### src/core/lcd_supply_pkg.sv
// constants for the lcd supply and reset control block
package lcd_supply_pkg;

   // ****************************************
   // clock and timing
   // ****************************************
   localparam int CLK_FREQ_KHZ = 10000;
   localparam int STARTUP_TIME_US = 1000;
   localparam int STARTUP_CYCLES = (STARTUP_TIME_US * CLK_FREQ_KHZ) / 1000;

   // ****************************************
   // register offsets
   // ****************************************
   localparam logic [3:0] CTRL_OFS = 4'h0;
   localparam logic [3:0] VPROG_OFS = 4'h1;
   localparam logic [3:0] MUX_OFS = 4'h2;
   localparam logic [3:0] STATUS_OFS = 4'h3;
   localparam logic [3:0] TARGET_OFS = 4'h4;
   localparam logic [3:0] GEOM_OFS = 4'h5;

   // ****************************************
   // control register fields
   // ****************************************
   localparam int PUMP_ON_POS = 0;
   localparam int PUMP_MULT_POS = 1;
   localparam int TEMP_COMP_POS = 2;
   localparam int DISP_ON_POS = 3;
   localparam int EXT_SUPPLY_POS = 4;

   // ****************************************
   // status register fields
   // ****************************************
   localparam int READY_POS = 0;
   localparam int CLAMP_POS = 1;
   localparam int GEN_ON_POS = 2;

   // ****************************************
   // values after reset
   // ****************************************
   localparam logic PUMP_ON_RST = 1'b0;
   localparam logic PUMP_MULT_RST = 1'b0;
   localparam logic TEMP_COMP_RST = 1'b1;
   localparam logic DISP_ON_RST = 1'b0;
   localparam logic EXT_SUPPLY_RST = 1'b0;
   localparam logic [7:0] VPROG_RST = 8'h00;

   // ****************************************
   // backplane modes and geometry
   // ****************************************
   typedef enum logic [2:0] {
      MUX_8 = 3'b000,
      MUX_1 = 3'b001,
      MUX_2 = 3'b010,
      MUX_4 = 3'b011,
      MUX_6 = 3'b100
   } mux_mode_type;

   localparam logic [2:0] MUX_RST = 3'b000;
   localparam logic [5:0] SEG_COUNT_STD = 6'h2c;
   localparam logic [5:0] SEG_COUNT_MUX6 = 6'h2e;

endpackage : lcd_supply_pkg

### src/core/lcd_drive_voltage_sat_add.sv
// saturating sum of programmed code and signed offset, with upper limit
`timescale 1ns/1ps
module lcd_drive_voltage_sat_add
   import lcd_supply_pkg::*;
#(
   parameter logic [7:0] MAX_CODE = 8'he0
) (
   // operands
   input wire logic [7:0] code_in,
   input wire logic signed [7:0] offset_in,
   // result
   output logic [7:0] sum_out,
   output logic clamped
);

   logic signed [9:0] raw;

   always_comb begin
      raw = $signed({2'b00, code_in}) + 10'(offset_in);
      clamped = 1'b0;
      if (raw < 10'sd0) begin
         sum_out = 8'h00;
         clamped = 1'b1;
      end else if (raw > $signed({2'b00, MAX_CODE})) begin
         sum_out = MAX_CODE;
         clamped = 1'b1;
      end else begin
         sum_out = raw[7:0];
      end
   end

endmodule : lcd_drive_voltage_sat_add

### src/core/lcd_supply_reset_control.sv
// reset, supply sequencing and lcd voltage target control
`timescale 1ns/1ps

module lcd_supply_reset_control
   import lcd_supply_pkg::*;
#(
   parameter int STARTUP_COUNT = STARTUP_CYCLES,
   parameter logic [7:0] MAX_CODE = 8'he0
) (
   // clock and resets
   input wire logic sys_clk,
   input wire logic rst,
   input wire logic reset_pin_n,
   // register port
   input wire logic [3:0] reg_addr,
   input wire logic [7:0] reg_wdata,
   input wire logic reg_wr,
   input wire logic reg_rd,
   output logic [7:0] reg_rdata,
   // temperature compensation result
   input wire logic signed [7:0] temp_offset_value,
   // supply and display controls
   output logic pump_on_bit,
   output logic pump_multiplier_select,
   output logic lcd_drive_voltage_gen_on,
   output logic [7:0] lcd_drive_voltage,
   output logic display_on,
   output logic config_reset,
   // panel geometry
   output logic [3:0] backplane_count,
   output logic [5:0] segment_count
);

   // ****************************************
   // reset pin synchroniser
   // ****************************************
   logic pin_meta_r;
   logic pin_sync_r;
   logic pin_meta_nxt;
   logic pin_sync_nxt;
   logic cfg_rst;

   always_comb begin
      pin_meta_nxt = reset_pin_n;
      pin_sync_nxt = pin_meta_r;
   end

   always_ff @(posedge sys_clk) begin
      if (rst) begin
         pin_meta_r <= 1'b0;
         pin_sync_r <= 1'b0;
      end else begin
         pin_meta_r <= pin_meta_nxt;
         pin_sync_r <= pin_sync_nxt;
      end
   end

   // one reset for all configuration, pin and power-on alike
   assign cfg_rst = rst | ~pin_sync_r;
   // display memory lives outside and is not wired to this reset
   assign config_reset = cfg_rst;

   // ****************************************
   // startup wait after reset release
   // ****************************************
   localparam int CNT_W = $clog2(STARTUP_COUNT + 1);
   localparam logic [CNT_W-1:0] CNT_END = CNT_W'(STARTUP_COUNT);

   logic [CNT_W-1:0] wait_cnt_r;
   logic [CNT_W-1:0] wait_cnt_nxt;
   logic ready_r;
   logic ready_nxt;

   always_comb begin
      wait_cnt_nxt = wait_cnt_r;
      ready_nxt = ready_r;
      if (!ready_r) begin
         if (wait_cnt_r == CNT_END) begin
            ready_nxt = 1'b1;
         end else begin
            wait_cnt_nxt = wait_cnt_r + CNT_W'(1);
         end
      end
   end

   always_ff @(posedge sys_clk) begin
      if (cfg_rst) begin
         wait_cnt_r <= '0;
         ready_r <= 1'b0;
      end else begin
         wait_cnt_r <= wait_cnt_nxt;
         ready_r <= ready_nxt;
      end
   end

   // ****************************************
   // configuration registers
   // ****************************************
   logic pump_on_r;
   logic pump_mult_r;
   logic temp_comp_r;
   logic disp_on_r;
   logic ext_supply_r;
   logic [7:0] vprog_r;
   mux_mode_type mux_r;
   logic pump_on_nxt;
   logic pump_mult_nxt;
   logic temp_comp_nxt;
   logic disp_on_nxt;
   logic ext_supply_nxt;
   logic [7:0] vprog_nxt;
   mux_mode_type mux_nxt;
   logic mux_legal;

   always_comb begin
      case (reg_wdata[2:0])
         MUX_8, MUX_1, MUX_2, MUX_4, MUX_6: begin
            mux_legal = 1'b1;
         end
         default: begin
            mux_legal = 1'b0;
         end
      endcase
   end

   always_comb begin
      pump_on_nxt = pump_on_r;
      pump_mult_nxt = pump_mult_r;
      temp_comp_nxt = temp_comp_r;
      disp_on_nxt = disp_on_r;
      ext_supply_nxt = ext_supply_r;
      vprog_nxt = vprog_r;
      mux_nxt = mux_r;
      if (reg_wr) begin
         case (reg_addr)
            CTRL_OFS: begin
               pump_on_nxt = reg_wdata[PUMP_ON_POS];
               pump_mult_nxt = reg_wdata[PUMP_MULT_POS];
               temp_comp_nxt = reg_wdata[TEMP_COMP_POS];
               disp_on_nxt = reg_wdata[DISP_ON_POS];
               ext_supply_nxt = reg_wdata[EXT_SUPPLY_POS];
            end
            VPROG_OFS: begin
               vprog_nxt = reg_wdata;
            end
            MUX_OFS: begin
               // unsupported backplane counts leave the mode unchanged
               if (mux_legal) begin
                  mux_nxt = mux_mode_type'(reg_wdata[2:0]);
               end
            end
            default: begin
            end
         endcase
      end
   end

   always_ff @(posedge sys_clk) begin
      if (cfg_rst) begin
         pump_on_r <= PUMP_ON_RST;
         pump_mult_r <= PUMP_MULT_RST;
         temp_comp_r <= TEMP_COMP_RST;
         disp_on_r <= DISP_ON_RST;
         ext_supply_r <= EXT_SUPPLY_RST;
         vprog_r <= VPROG_RST;
         mux_r <= mux_mode_type'(MUX_RST);
      end else begin
         pump_on_r <= pump_on_nxt;
         pump_mult_r <= pump_mult_nxt;
         temp_comp_r <= temp_comp_nxt;
         disp_on_r <= disp_on_nxt;
         ext_supply_r <= ext_supply_nxt;
         vprog_r <= vprog_nxt;
         mux_r <= mux_nxt;
      end
   end

   // ****************************************
   // lcd voltage target
   // ****************************************
   logic signed [7:0] offset_used;
   logic [7:0] target_sum;
   logic target_clamped;
   logic [7:0] target_r;
   logic [7:0] target_nxt;
   logic clamp_r;
   logic clamp_nxt;
   logic gen_on_r;
   logic gen_on_nxt;

   // compensation only for internal generation with the enable set
   assign offset_used = (temp_comp_r && !ext_supply_r) ?
      temp_offset_value : 8'sh00;

   lcd_drive_voltage_sat_add #(
      .MAX_CODE(MAX_CODE)
   ) u_sat_add (
      .code_in(vprog_r),
      .offset_in(offset_used),
      .sum_out(target_sum),
      .clamped(target_clamped)
   );

   always_comb begin
      gen_on_nxt = pump_on_r & ~ext_supply_r;
      if (ext_supply_r) begin
         // external supply: programmed code is not passed on
         target_nxt = 8'h00;
         clamp_nxt = 1'b0;
      end else begin
         target_nxt = target_sum;
         clamp_nxt = target_clamped;
      end
   end

   always_ff @(posedge sys_clk) begin
      if (cfg_rst) begin
         target_r <= 8'h00;
         clamp_r <= 1'b0;
         gen_on_r <= 1'b0;
      end else begin
         target_r <= target_nxt;
         clamp_r <= clamp_nxt;
         gen_on_r <= gen_on_nxt;
      end
   end

   // ****************************************
   // panel geometry
   // ****************************************
   logic [3:0] bp_cnt;
   logic [5:0] seg_cnt;

   always_comb begin
      seg_cnt = SEG_COUNT_STD;
      case (mux_r)
         MUX_1: begin
            bp_cnt = 4'h1;
         end
         MUX_2: begin
            bp_cnt = 4'h2;
         end
         MUX_4: begin
            bp_cnt = 4'h4;
         end
         MUX_6: begin
            bp_cnt = 4'h6;
            seg_cnt = SEG_COUNT_MUX6;
         end
         default: begin
            bp_cnt = 4'h8;
         end
      endcase
   end

   // ****************************************
   // read data
   // ****************************************
   logic [7:0] rdata_r;
   logic [7:0] rdata_nxt;

   always_comb begin
      rdata_nxt = 8'h00;
      if (reg_rd) begin
         case (reg_addr)
            CTRL_OFS: begin
               rdata_nxt[PUMP_ON_POS] = pump_on_r;
               rdata_nxt[PUMP_MULT_POS] = pump_mult_r;
               rdata_nxt[TEMP_COMP_POS] = temp_comp_r;
               rdata_nxt[DISP_ON_POS] = disp_on_r;
               rdata_nxt[EXT_SUPPLY_POS] = ext_supply_r;
            end
            VPROG_OFS: begin
               rdata_nxt = vprog_r;
            end
            MUX_OFS: begin
               rdata_nxt[2:0] = mux_r;
            end
            STATUS_OFS: begin
               rdata_nxt[READY_POS] = ready_r;
               rdata_nxt[CLAMP_POS] = clamp_r;
               rdata_nxt[GEN_ON_POS] = gen_on_r;
            end
            TARGET_OFS: begin
               rdata_nxt = target_r;
            end
            GEOM_OFS: begin
               rdata_nxt = {2'b00, seg_cnt};
            end
            default: begin
               rdata_nxt = 8'h00;
            end
         endcase
      end
   end

   always_ff @(posedge sys_clk) begin
      if (rst) begin
         rdata_r <= 8'h00;
      end else begin
         rdata_r <= rdata_nxt;
      end
   end

   // ****************************************
   // outputs
   // ****************************************
   assign reg_rdata = rdata_r;
   assign pump_on_bit = pump_on_r;
   assign pump_multiplier_select = pump_mult_r;
   assign lcd_drive_voltage_gen_on = gen_on_r;
   assign lcd_drive_voltage = target_r;
   assign display_on = disp_on_r;
   assign backplane_count = bp_cnt;
   assign segment_count = seg_cnt;

endmodule : lcd_supply_reset_control

### config.mk
export PLATFORM = sky130hd
export DESIGN_NAME = lcd_supply_reset_control
export DESIGN_NICKNAME = d
export VERILOG_FILES = /design/src/core/lcd_supply_pkg.sv /design/src/core/lcd_drive_voltage_sat_add.sv /design/src/core/lcd_supply_reset_control.sv
export SDC_FILE = /design/constraint.sdc
export NUM_CORES = 1
export LEC_CHECK = 0
export BUFFER_PORTS_ARGS = -buffer_cell sky130_fd_sc_hd__buf_4
export CORE_UTILIZATION = 55
export CTS_CLUSTER_DIAMETER = 40
export DETAILED_ROUTE_END_ITERATION = 8
export GPL_ROUTABILITY_DRIVEN = 0
export PLACE_DENSITY = 0.79
export SYNTH_ARGS = -nofsm -noshare
export SYNTH_HDL_FRONTEND = slang
export SYNTH_HIERARCHICAL = 1
export SYNTH_SLANG_ARGS = --single-unit
### constraint.sdc
create_clock -name sys_clk -period 6.3 [get_ports sys_clk]
set_input_delay 1.26 -clock sys_clk [delete_from_list [all_inputs] [get_ports sys_clk]]
set_output_delay 1.26 -clock sys_clk [all_outputs]
set_load 0.02 [all_outputs]
Yosys cells after proc, flatten, opt, wreduce, memory -nomap -nowiden

Index checks and enable logic that the tools add are counted.

Add/subtract/negate cells: 2
Bitwise operators: 7
Reduce and logical (&&, ||, !) cells: 13
Mux-type cells: 12
Order comparisons: 2
Equal/unequal tests: 14

Operators with widths:

| operator              | count |
|---|---|
| $pmux 3 s6            | 1 |
| $mux 8                | 2 |
| $pmux 4 s4            | 1 |
| $add 14x1->14 const B | 1 |
| $eq 14x14->1 const B  | 1 |
| $eq 3x2->1 const B    | 4 |
| $add 9x8->10          | 1 |
| $gt 10x9->1 const B   | 1 |
| $lt 10x1->1 const B   | 1 |
| $pmux 3 s3            | 1 |
| $eq 4x2->1 const B    | 2 |
| $eq 4x3->1 const B    | 2 |
| $pmux 2 s4            | 1 |
| $eq 3x1->1 const B    | 2 |
| $eq 3x3->1 const B    | 2 |
| $reduce_and 2->1      | 3 |
| $mux 1                | 5 |
| $not 1->1             | 5 |
| $reduce_or 5->1       | 1 |
| $eq 4x1->1 const B    | 1 |
| $logic_not 4->1       | 1 |
| $reduce_or 2->1       | 2 |
| $reduce_or 4->1       | 1 |
| $logic_not 3->1       | 1 |
| other kinds (7)       | 7 |

Register bits after elaboration: 51
Word-level logic and storage cells: 66

Longest topological paths before layout

Word-level depth: 7
Mapped depth: 10
Mapped depth without buffers: 10

Modules after synthesis

Netlist, hierarchy kept.

Modules (own cells, without submodules):

| module                    | instances | area an instance (sq um) | cells each | sequential area each (sq um) |
|---|---|---|---|---|
| lcd_supply_reset_control  | 1         | 2243.4                   | 257        | 1021.0 |
| lcd_drive_voltage_sat_add | 1         | 639.4                    | 71         | 0.0 |

Worst setup path before layout

No wires, ideal clock.

Kind: input to register
From: in temp_offset_value[0]
To: reg target_r[0] (netlist: lcd_drive_voltage[0])
Stages on the path: 9
Slack: 2.963 ns
Setup time: 0.115 ns
Arrival: 3.222 ns
Required time: 6.185 ns
Path through: and2_1 > ha_1 > fa_1 > a21o_1 > a311o_1 > and3_4 > nor3_4 > nor3b_2 > and2_1

Longest elaborated chain between the ends: 4
Elaborated cells on any way between the ends: 5
Classes of those cells: 1 x add/sub; 2 x order compare; 1 x mux; 1 x reduce/logical

RTL lines:

| what                                              | line                                                             | source |
|---|---|---|
| start: declaration                                | lcd_supply_reset_control.sv:21                                   | `input wire logic signed [7:0] temp_offset_value,` |
| $mux 8 *                                          | lcd_supply_reset_control.sv:192                                  | `assign offset_used = (temp_comp_r && !ext_supply_r) ?` |
| $add 9x8->10 *                                    | lcd_drive_voltage_sat_add.sv:19                                  | `raw = $signed({2'b00, code_in}) + 10'(offset_in);` |
| $gt 10x9->1 / $lt 10x1->1 (equally long branches) | lcd_drive_voltage_sat_add.sv:24, lcd_drive_voltage_sat_add.sv:21 |  |
| $reduce_or 4->1 (no source line)                  | --                                                               |  |
| end signal: assignment                            | lcd_supply_reset_control.sv:222                                  | `target_r <= target_nxt;` |
| end: declaration                                  | lcd_supply_reset_control.sv:184                                  | `logic [7:0] target_r;` |

Every way passes the cells marked *; elsewhere a longest branch is shown, timed or not.
A chain may end at the register's enable or synchronous reset.

Worst setup path in the final report

From: in temp_offset_value[0]
To: reg target_r[2] (netlist: lcd_drive_voltage[2])

Longest elaborated chain between the ends: 4
Elaborated cells on any way between the ends: 5
Classes of those cells: 1 x add/sub; 2 x order compare; 1 x mux; 1 x reduce/logical

RTL lines:

| what                                              | line                                                             | source |
|---|---|---|
| $mux 8 *                                          | lcd_supply_reset_control.sv:192                                  |  |
| via offset_used[0]                                | lcd_supply_reset_control.sv:181                                  | `logic signed [7:0] offset_used;` |
| $add 9x8->10 *                                    | lcd_drive_voltage_sat_add.sv:19                                  |  |
| $gt 10x9->1 / $lt 10x1->1 (equally long branches) | lcd_drive_voltage_sat_add.sv:24, lcd_drive_voltage_sat_add.sv:21 |  |
| $reduce_or 4->1 (no source line)                  | --                                                               |  |

Mark *: on every way through the listed nets, which the timed path passes. The rest lies on a longest branch.

==> metrics.txt <==
# TYPE chip_impl_metric gauge
chip_impl_info{name="status",value="finished, final reports clean"} 1
chip_impl_metric{name="grt_overflow_total",unit=""} 0
chip_impl_metric{name="grt_pass1_vias",unit=""} 2223
chip_impl_metric{name="synth_enable_flop_cells",unit=""} 0
chip_impl_metric{name="core.rowCount",unit=""} 25
chip_impl_metric{name="synthDistinctLibCells",unit=""} 61
chip_impl_info{name="worst_setup_path_start_kind",value="primary input"} 1
chip_impl_metric{name="boundaryPins",unit=""} 56
chip_impl_metric{name="setup_tns",unit="ns"} 0
chip_impl_metric{name="vdd_drop_max",unit="V"} 0.0000958
chip_impl_metric{name="final_net_count",unit=""} 408
chip_impl_metric{name="final_worst_path_period_need",unit="ns"} 3.26
chip_impl_metric{name="synth_seq_area_share",unit="%"} 35.4
chip_impl_metric{name="coreArea",unit="µm²"} 4880
chip_impl_metric{name="postSynthCellCount",unit=""} 328
chip_impl_metric{name="postSynthRegisterBits",unit=""} 51
chip_impl_metric{name="antenna-diode-count",unit=""} 0
chip_impl_metric{name="clk-insertion-delay-late",unit="ns"} 0.31
chip_impl_metric{name="cts_buffers",unit=""} 5
chip_impl_metric{name="antenna_found_initial",unit=""} 0
chip_impl_info{name="holdCritPathClass",value="reg -> reg"} 1
chip_impl_metric{name="cap_viol_max_count",unit=""} 0
chip_impl_metric{name="ys_async_sr_fraction",unit="%"} 0
chip_impl_metric{name="share_of_cells_above_drive_strength_1",unit="%"} 21.5
chip_impl_metric{name="fp.dieW",unit="µm"} 74.4
chip_impl_metric{name="reported_leakage_power",unit="nW"} 1.33
chip_impl_metric{name="n_fill_cell",unit=""} 437
chip_impl_metric{name="hold_violations",unit=""} 0
chip_impl_metric{name="placement.io_buffers",unit=""} 50
chip_impl_metric{name="post_cts_buffers",unit=""} 0
chip_impl_metric{name="postSynthAreaPerCell",unit="µm²"} 8.79
chip_impl_info{name="synth_top_area_cell",value="dfxtp_1"} 1
chip_impl_info{name="cts_tree",value="built"} 1
chip_impl_info{name="synth_top_cells_by_count",value="dfxtp_1, nor2_1, a21oi_1, and2_1, nand2_1"} 1
chip_impl_metric{name="grt_util_all_layers",unit="%"} 24.1
chip_impl_metric{name="dr.pass1.iters",unit=""} 4
chip_impl_info{name="yosysMostFrequentCell",value="dfxtp_1"} 1
chip_impl_metric{name="largest_net_degree_at_the_start_of_global_routing",unit=""} 34
chip_impl_metric{name="design_power_total",unit="mW"} 0.574
chip_impl_info{name="end_kind",value="flip-flop"} 1
chip_impl_metric{name="grt_pass1_wl",unit="µm"} 10300
chip_impl_metric{name="worstMarginPinSlew",unit="ns"} 0.707
chip_impl_metric{name="maxSlewHeadroom",unit="%"} 52.2
chip_impl_metric{name="worst_setup_hold_path_clk_slew",unit="ns"} 0.09
chip_impl_metric{name="crit_fanout",unit=""} 6
chip_impl_info{name="grt_setup_unrepaired",value="false"} 1
chip_impl_metric{name="drtIter0Drc",unit=""} 97
chip_impl_metric{name="vias",unit=""} 2481
chip_impl_metric{name="drc",unit=""} 0
chip_impl_metric{name="route.antenna.remaining_nets",unit=""} 0
chip_impl_info{name="synth_area_leaders",value="dfxtp_1, nor2_1, ha_1, and2_1, mux2i_1"} 1
chip_impl_metric{name="finClkSkew",unit="ns"} 0.00779
chip_impl_metric{name="cts_resized",unit=""} 0
chip_impl_metric{name="warning_count_from_the_yosys_run",unit=""} 6
chip_impl_metric{name="drt_wl_total",unit="µm"} 6290
chip_impl_metric{name="worst_path_required",unit="ns"} 6.50
chip_impl_metric{name="fp.dieArea",unit="µm²"} 5530
chip_impl_metric{name="clockBufferDepth",unit=""} 2
chip_impl_metric{name="final.period_utilization",unit="%"} 51.8
chip_impl_metric{name="syn_to_final_growth",unit="%"} 16.5
chip_impl_metric{name="power_per_unit_of_standard_cell_area",unit="nW/µm²"} 171
chip_impl_metric{name="finalSetupViolations",unit=""} 0
chip_impl_metric{name="cts_num_sinks",unit=""} 51
chip_impl_metric{name="initial_utilization",unit="%"} 59.1
chip_impl_metric{name="cts_hold_buffers",unit=""} 0
chip_impl_metric{name="timing.final.max_slew_violations",unit=""} 0
chip_impl_metric{name="synth_top_area_share",unit="%"} 35.4
chip_impl_metric{name="avgViaCountPerCell",unit=""} 5.65
chip_impl_metric{name="htreeDepth",unit=""} 2
chip_impl_metric{name="dp.final_hpwl",unit="µm"} 4840
chip_impl_metric{name="cp.arrival",unit="ns"} 3.46
chip_impl_metric{name="avgRoutedWirePerCell",unit="µm"} 14.3
chip_impl_info{name="synth_flop_cell",value="dfxtp_1"} 1
chip_impl_info{name="clock_tree.root_cell",value="clkbuf_8"} 1
chip_impl_metric{name="max_freq",unit="GHz"} 0.306
chip_impl_metric{name="dieHeight",unit="µm"} 74.4
chip_impl_info{name="worstSetupPathType",value="in -> reg"} 1
chip_impl_metric{name="synth_area",unit="µm²"} 2880
-- layout by cell type, fill, tap and decap left out, types with 4 or more instances in the layout --
master and n:
nor2b_1 5, nand2b_1 4, nor3_1 7, a21o_1 5, nand3_1 8, xor2_1 6
ha_1 11, clkbuf_8 5, conb_1 5, inv_1 7, nand4b_1 4, nor2_1 37
mux2i_1 11, buf_4 51, o21ai_0 13, nand3b_1 6, dfxtp_1 51, and2_1 18
nor3b_2 5, nand2_1 18, a21oi_1 19, nor4_1 4, or3_1 7, xnor2_1 10
-- path summary, 6_finish.rpt --
check	from	to	slack (ns)	cells past startpoint
min	pin_meta_r	pin_sync_r	0.45	1
max	temp_offset_value[0]	lcd_drive_voltage[2]	3.04	10
max reg2reg	temp_comp_r	clamp_r	3.45	8
min reg2reg	pin_meta_r	pin_sync_r	0.45	1
-- registers in the layout, summed over array words and instances (netlist names), 3 cells and up --
register           count
wait_cnt_r            14
lcd_drive_voltage      8
mux_r                  3
vprog_r                8
reg_rdata              8
-- power breakdown --
group          total (mW)  leakage [nW]  internal [mW]  switching [mW]
clock network       0.185        0.0412         0.0778           0.107
registers           0.325         0.411          0.324         0.00103
logic              0.0640         0.874         0.0296          0.0344
total               0.574          1.33          0.431           0.142
-- metal layers --
| layer | track usage, % | vias up | part of all wire [%] |
|---|---|---|---|
| met3 | 3.39 | 6 | 4.6 |
| met1 | 33.2 | 1163 | 48 |
| met5 | 0 | - | 0 |
| li1 | - | 1234 | - |
| met4 | 6.92 | 0 | 1.1 |
| met2 | 39.4 | 78 | 46 |
-- cell families (layout without fill, tap and decap cells) --
logic type | Yosys count | count (layout) | share of synthesized area, %
simple gates | 145 | 145 | 29.8
compound gates | 63 | 63 | 15.3
flops | 51 | 51 | 35.4
buf+inv | 25 | 66 | 3.95
xor+xnor | 16 | 16 | 4.86
mux | 14 | 14 | 4.99
fa+ha+maj | 12 | 12 | 5.47
other cells | 2 | 5 | 0.261
-- through the flow --
step | cell area (µm²) | setup slack, ns | hold WS [ns] | utilization (%) | cells
after floorplan | 2890 | 2.96 | 0.414 | - | 331
after global placement | 3270 | 2.76 | 0.422 | 67.1 | 431
after detailed placement | 3270 | 2.72 | 0.430 | 67.1 | 431
after CTS | 3360 | 3.04 | 0.452 | 68.8 | 439
after global routing | 3360 | 2.88 | 0.461 | 68.8 | 439
final | 3360 | 3.04 | 0.447 | 68.8 | 439
-- worst max-delay path, stage by stage --
cell	delay [ns]
buf_4	0.11
and2_1	0.12
ha_1	0.23
fa_1	0.44
a21o_1	0.21
a311o_1	0.35
and3_4	0.17
nor3_4	0.35
nor3b_2	0.08
and2_1	0.15
-- area by class of cell --
type                       count  area (µm²)  area share, %
sequential                    51        1020           30.4
clock buffer                   6        72.6           2.16
timing repair buffer          51         383           11.4
clock inverter                 2        12.5          0.373
tap                           67        83.8           2.50
inverter                       7        26.3          0.782
multi-input combinational    255        1760           52.4
(Power assumes the default switching activity.)
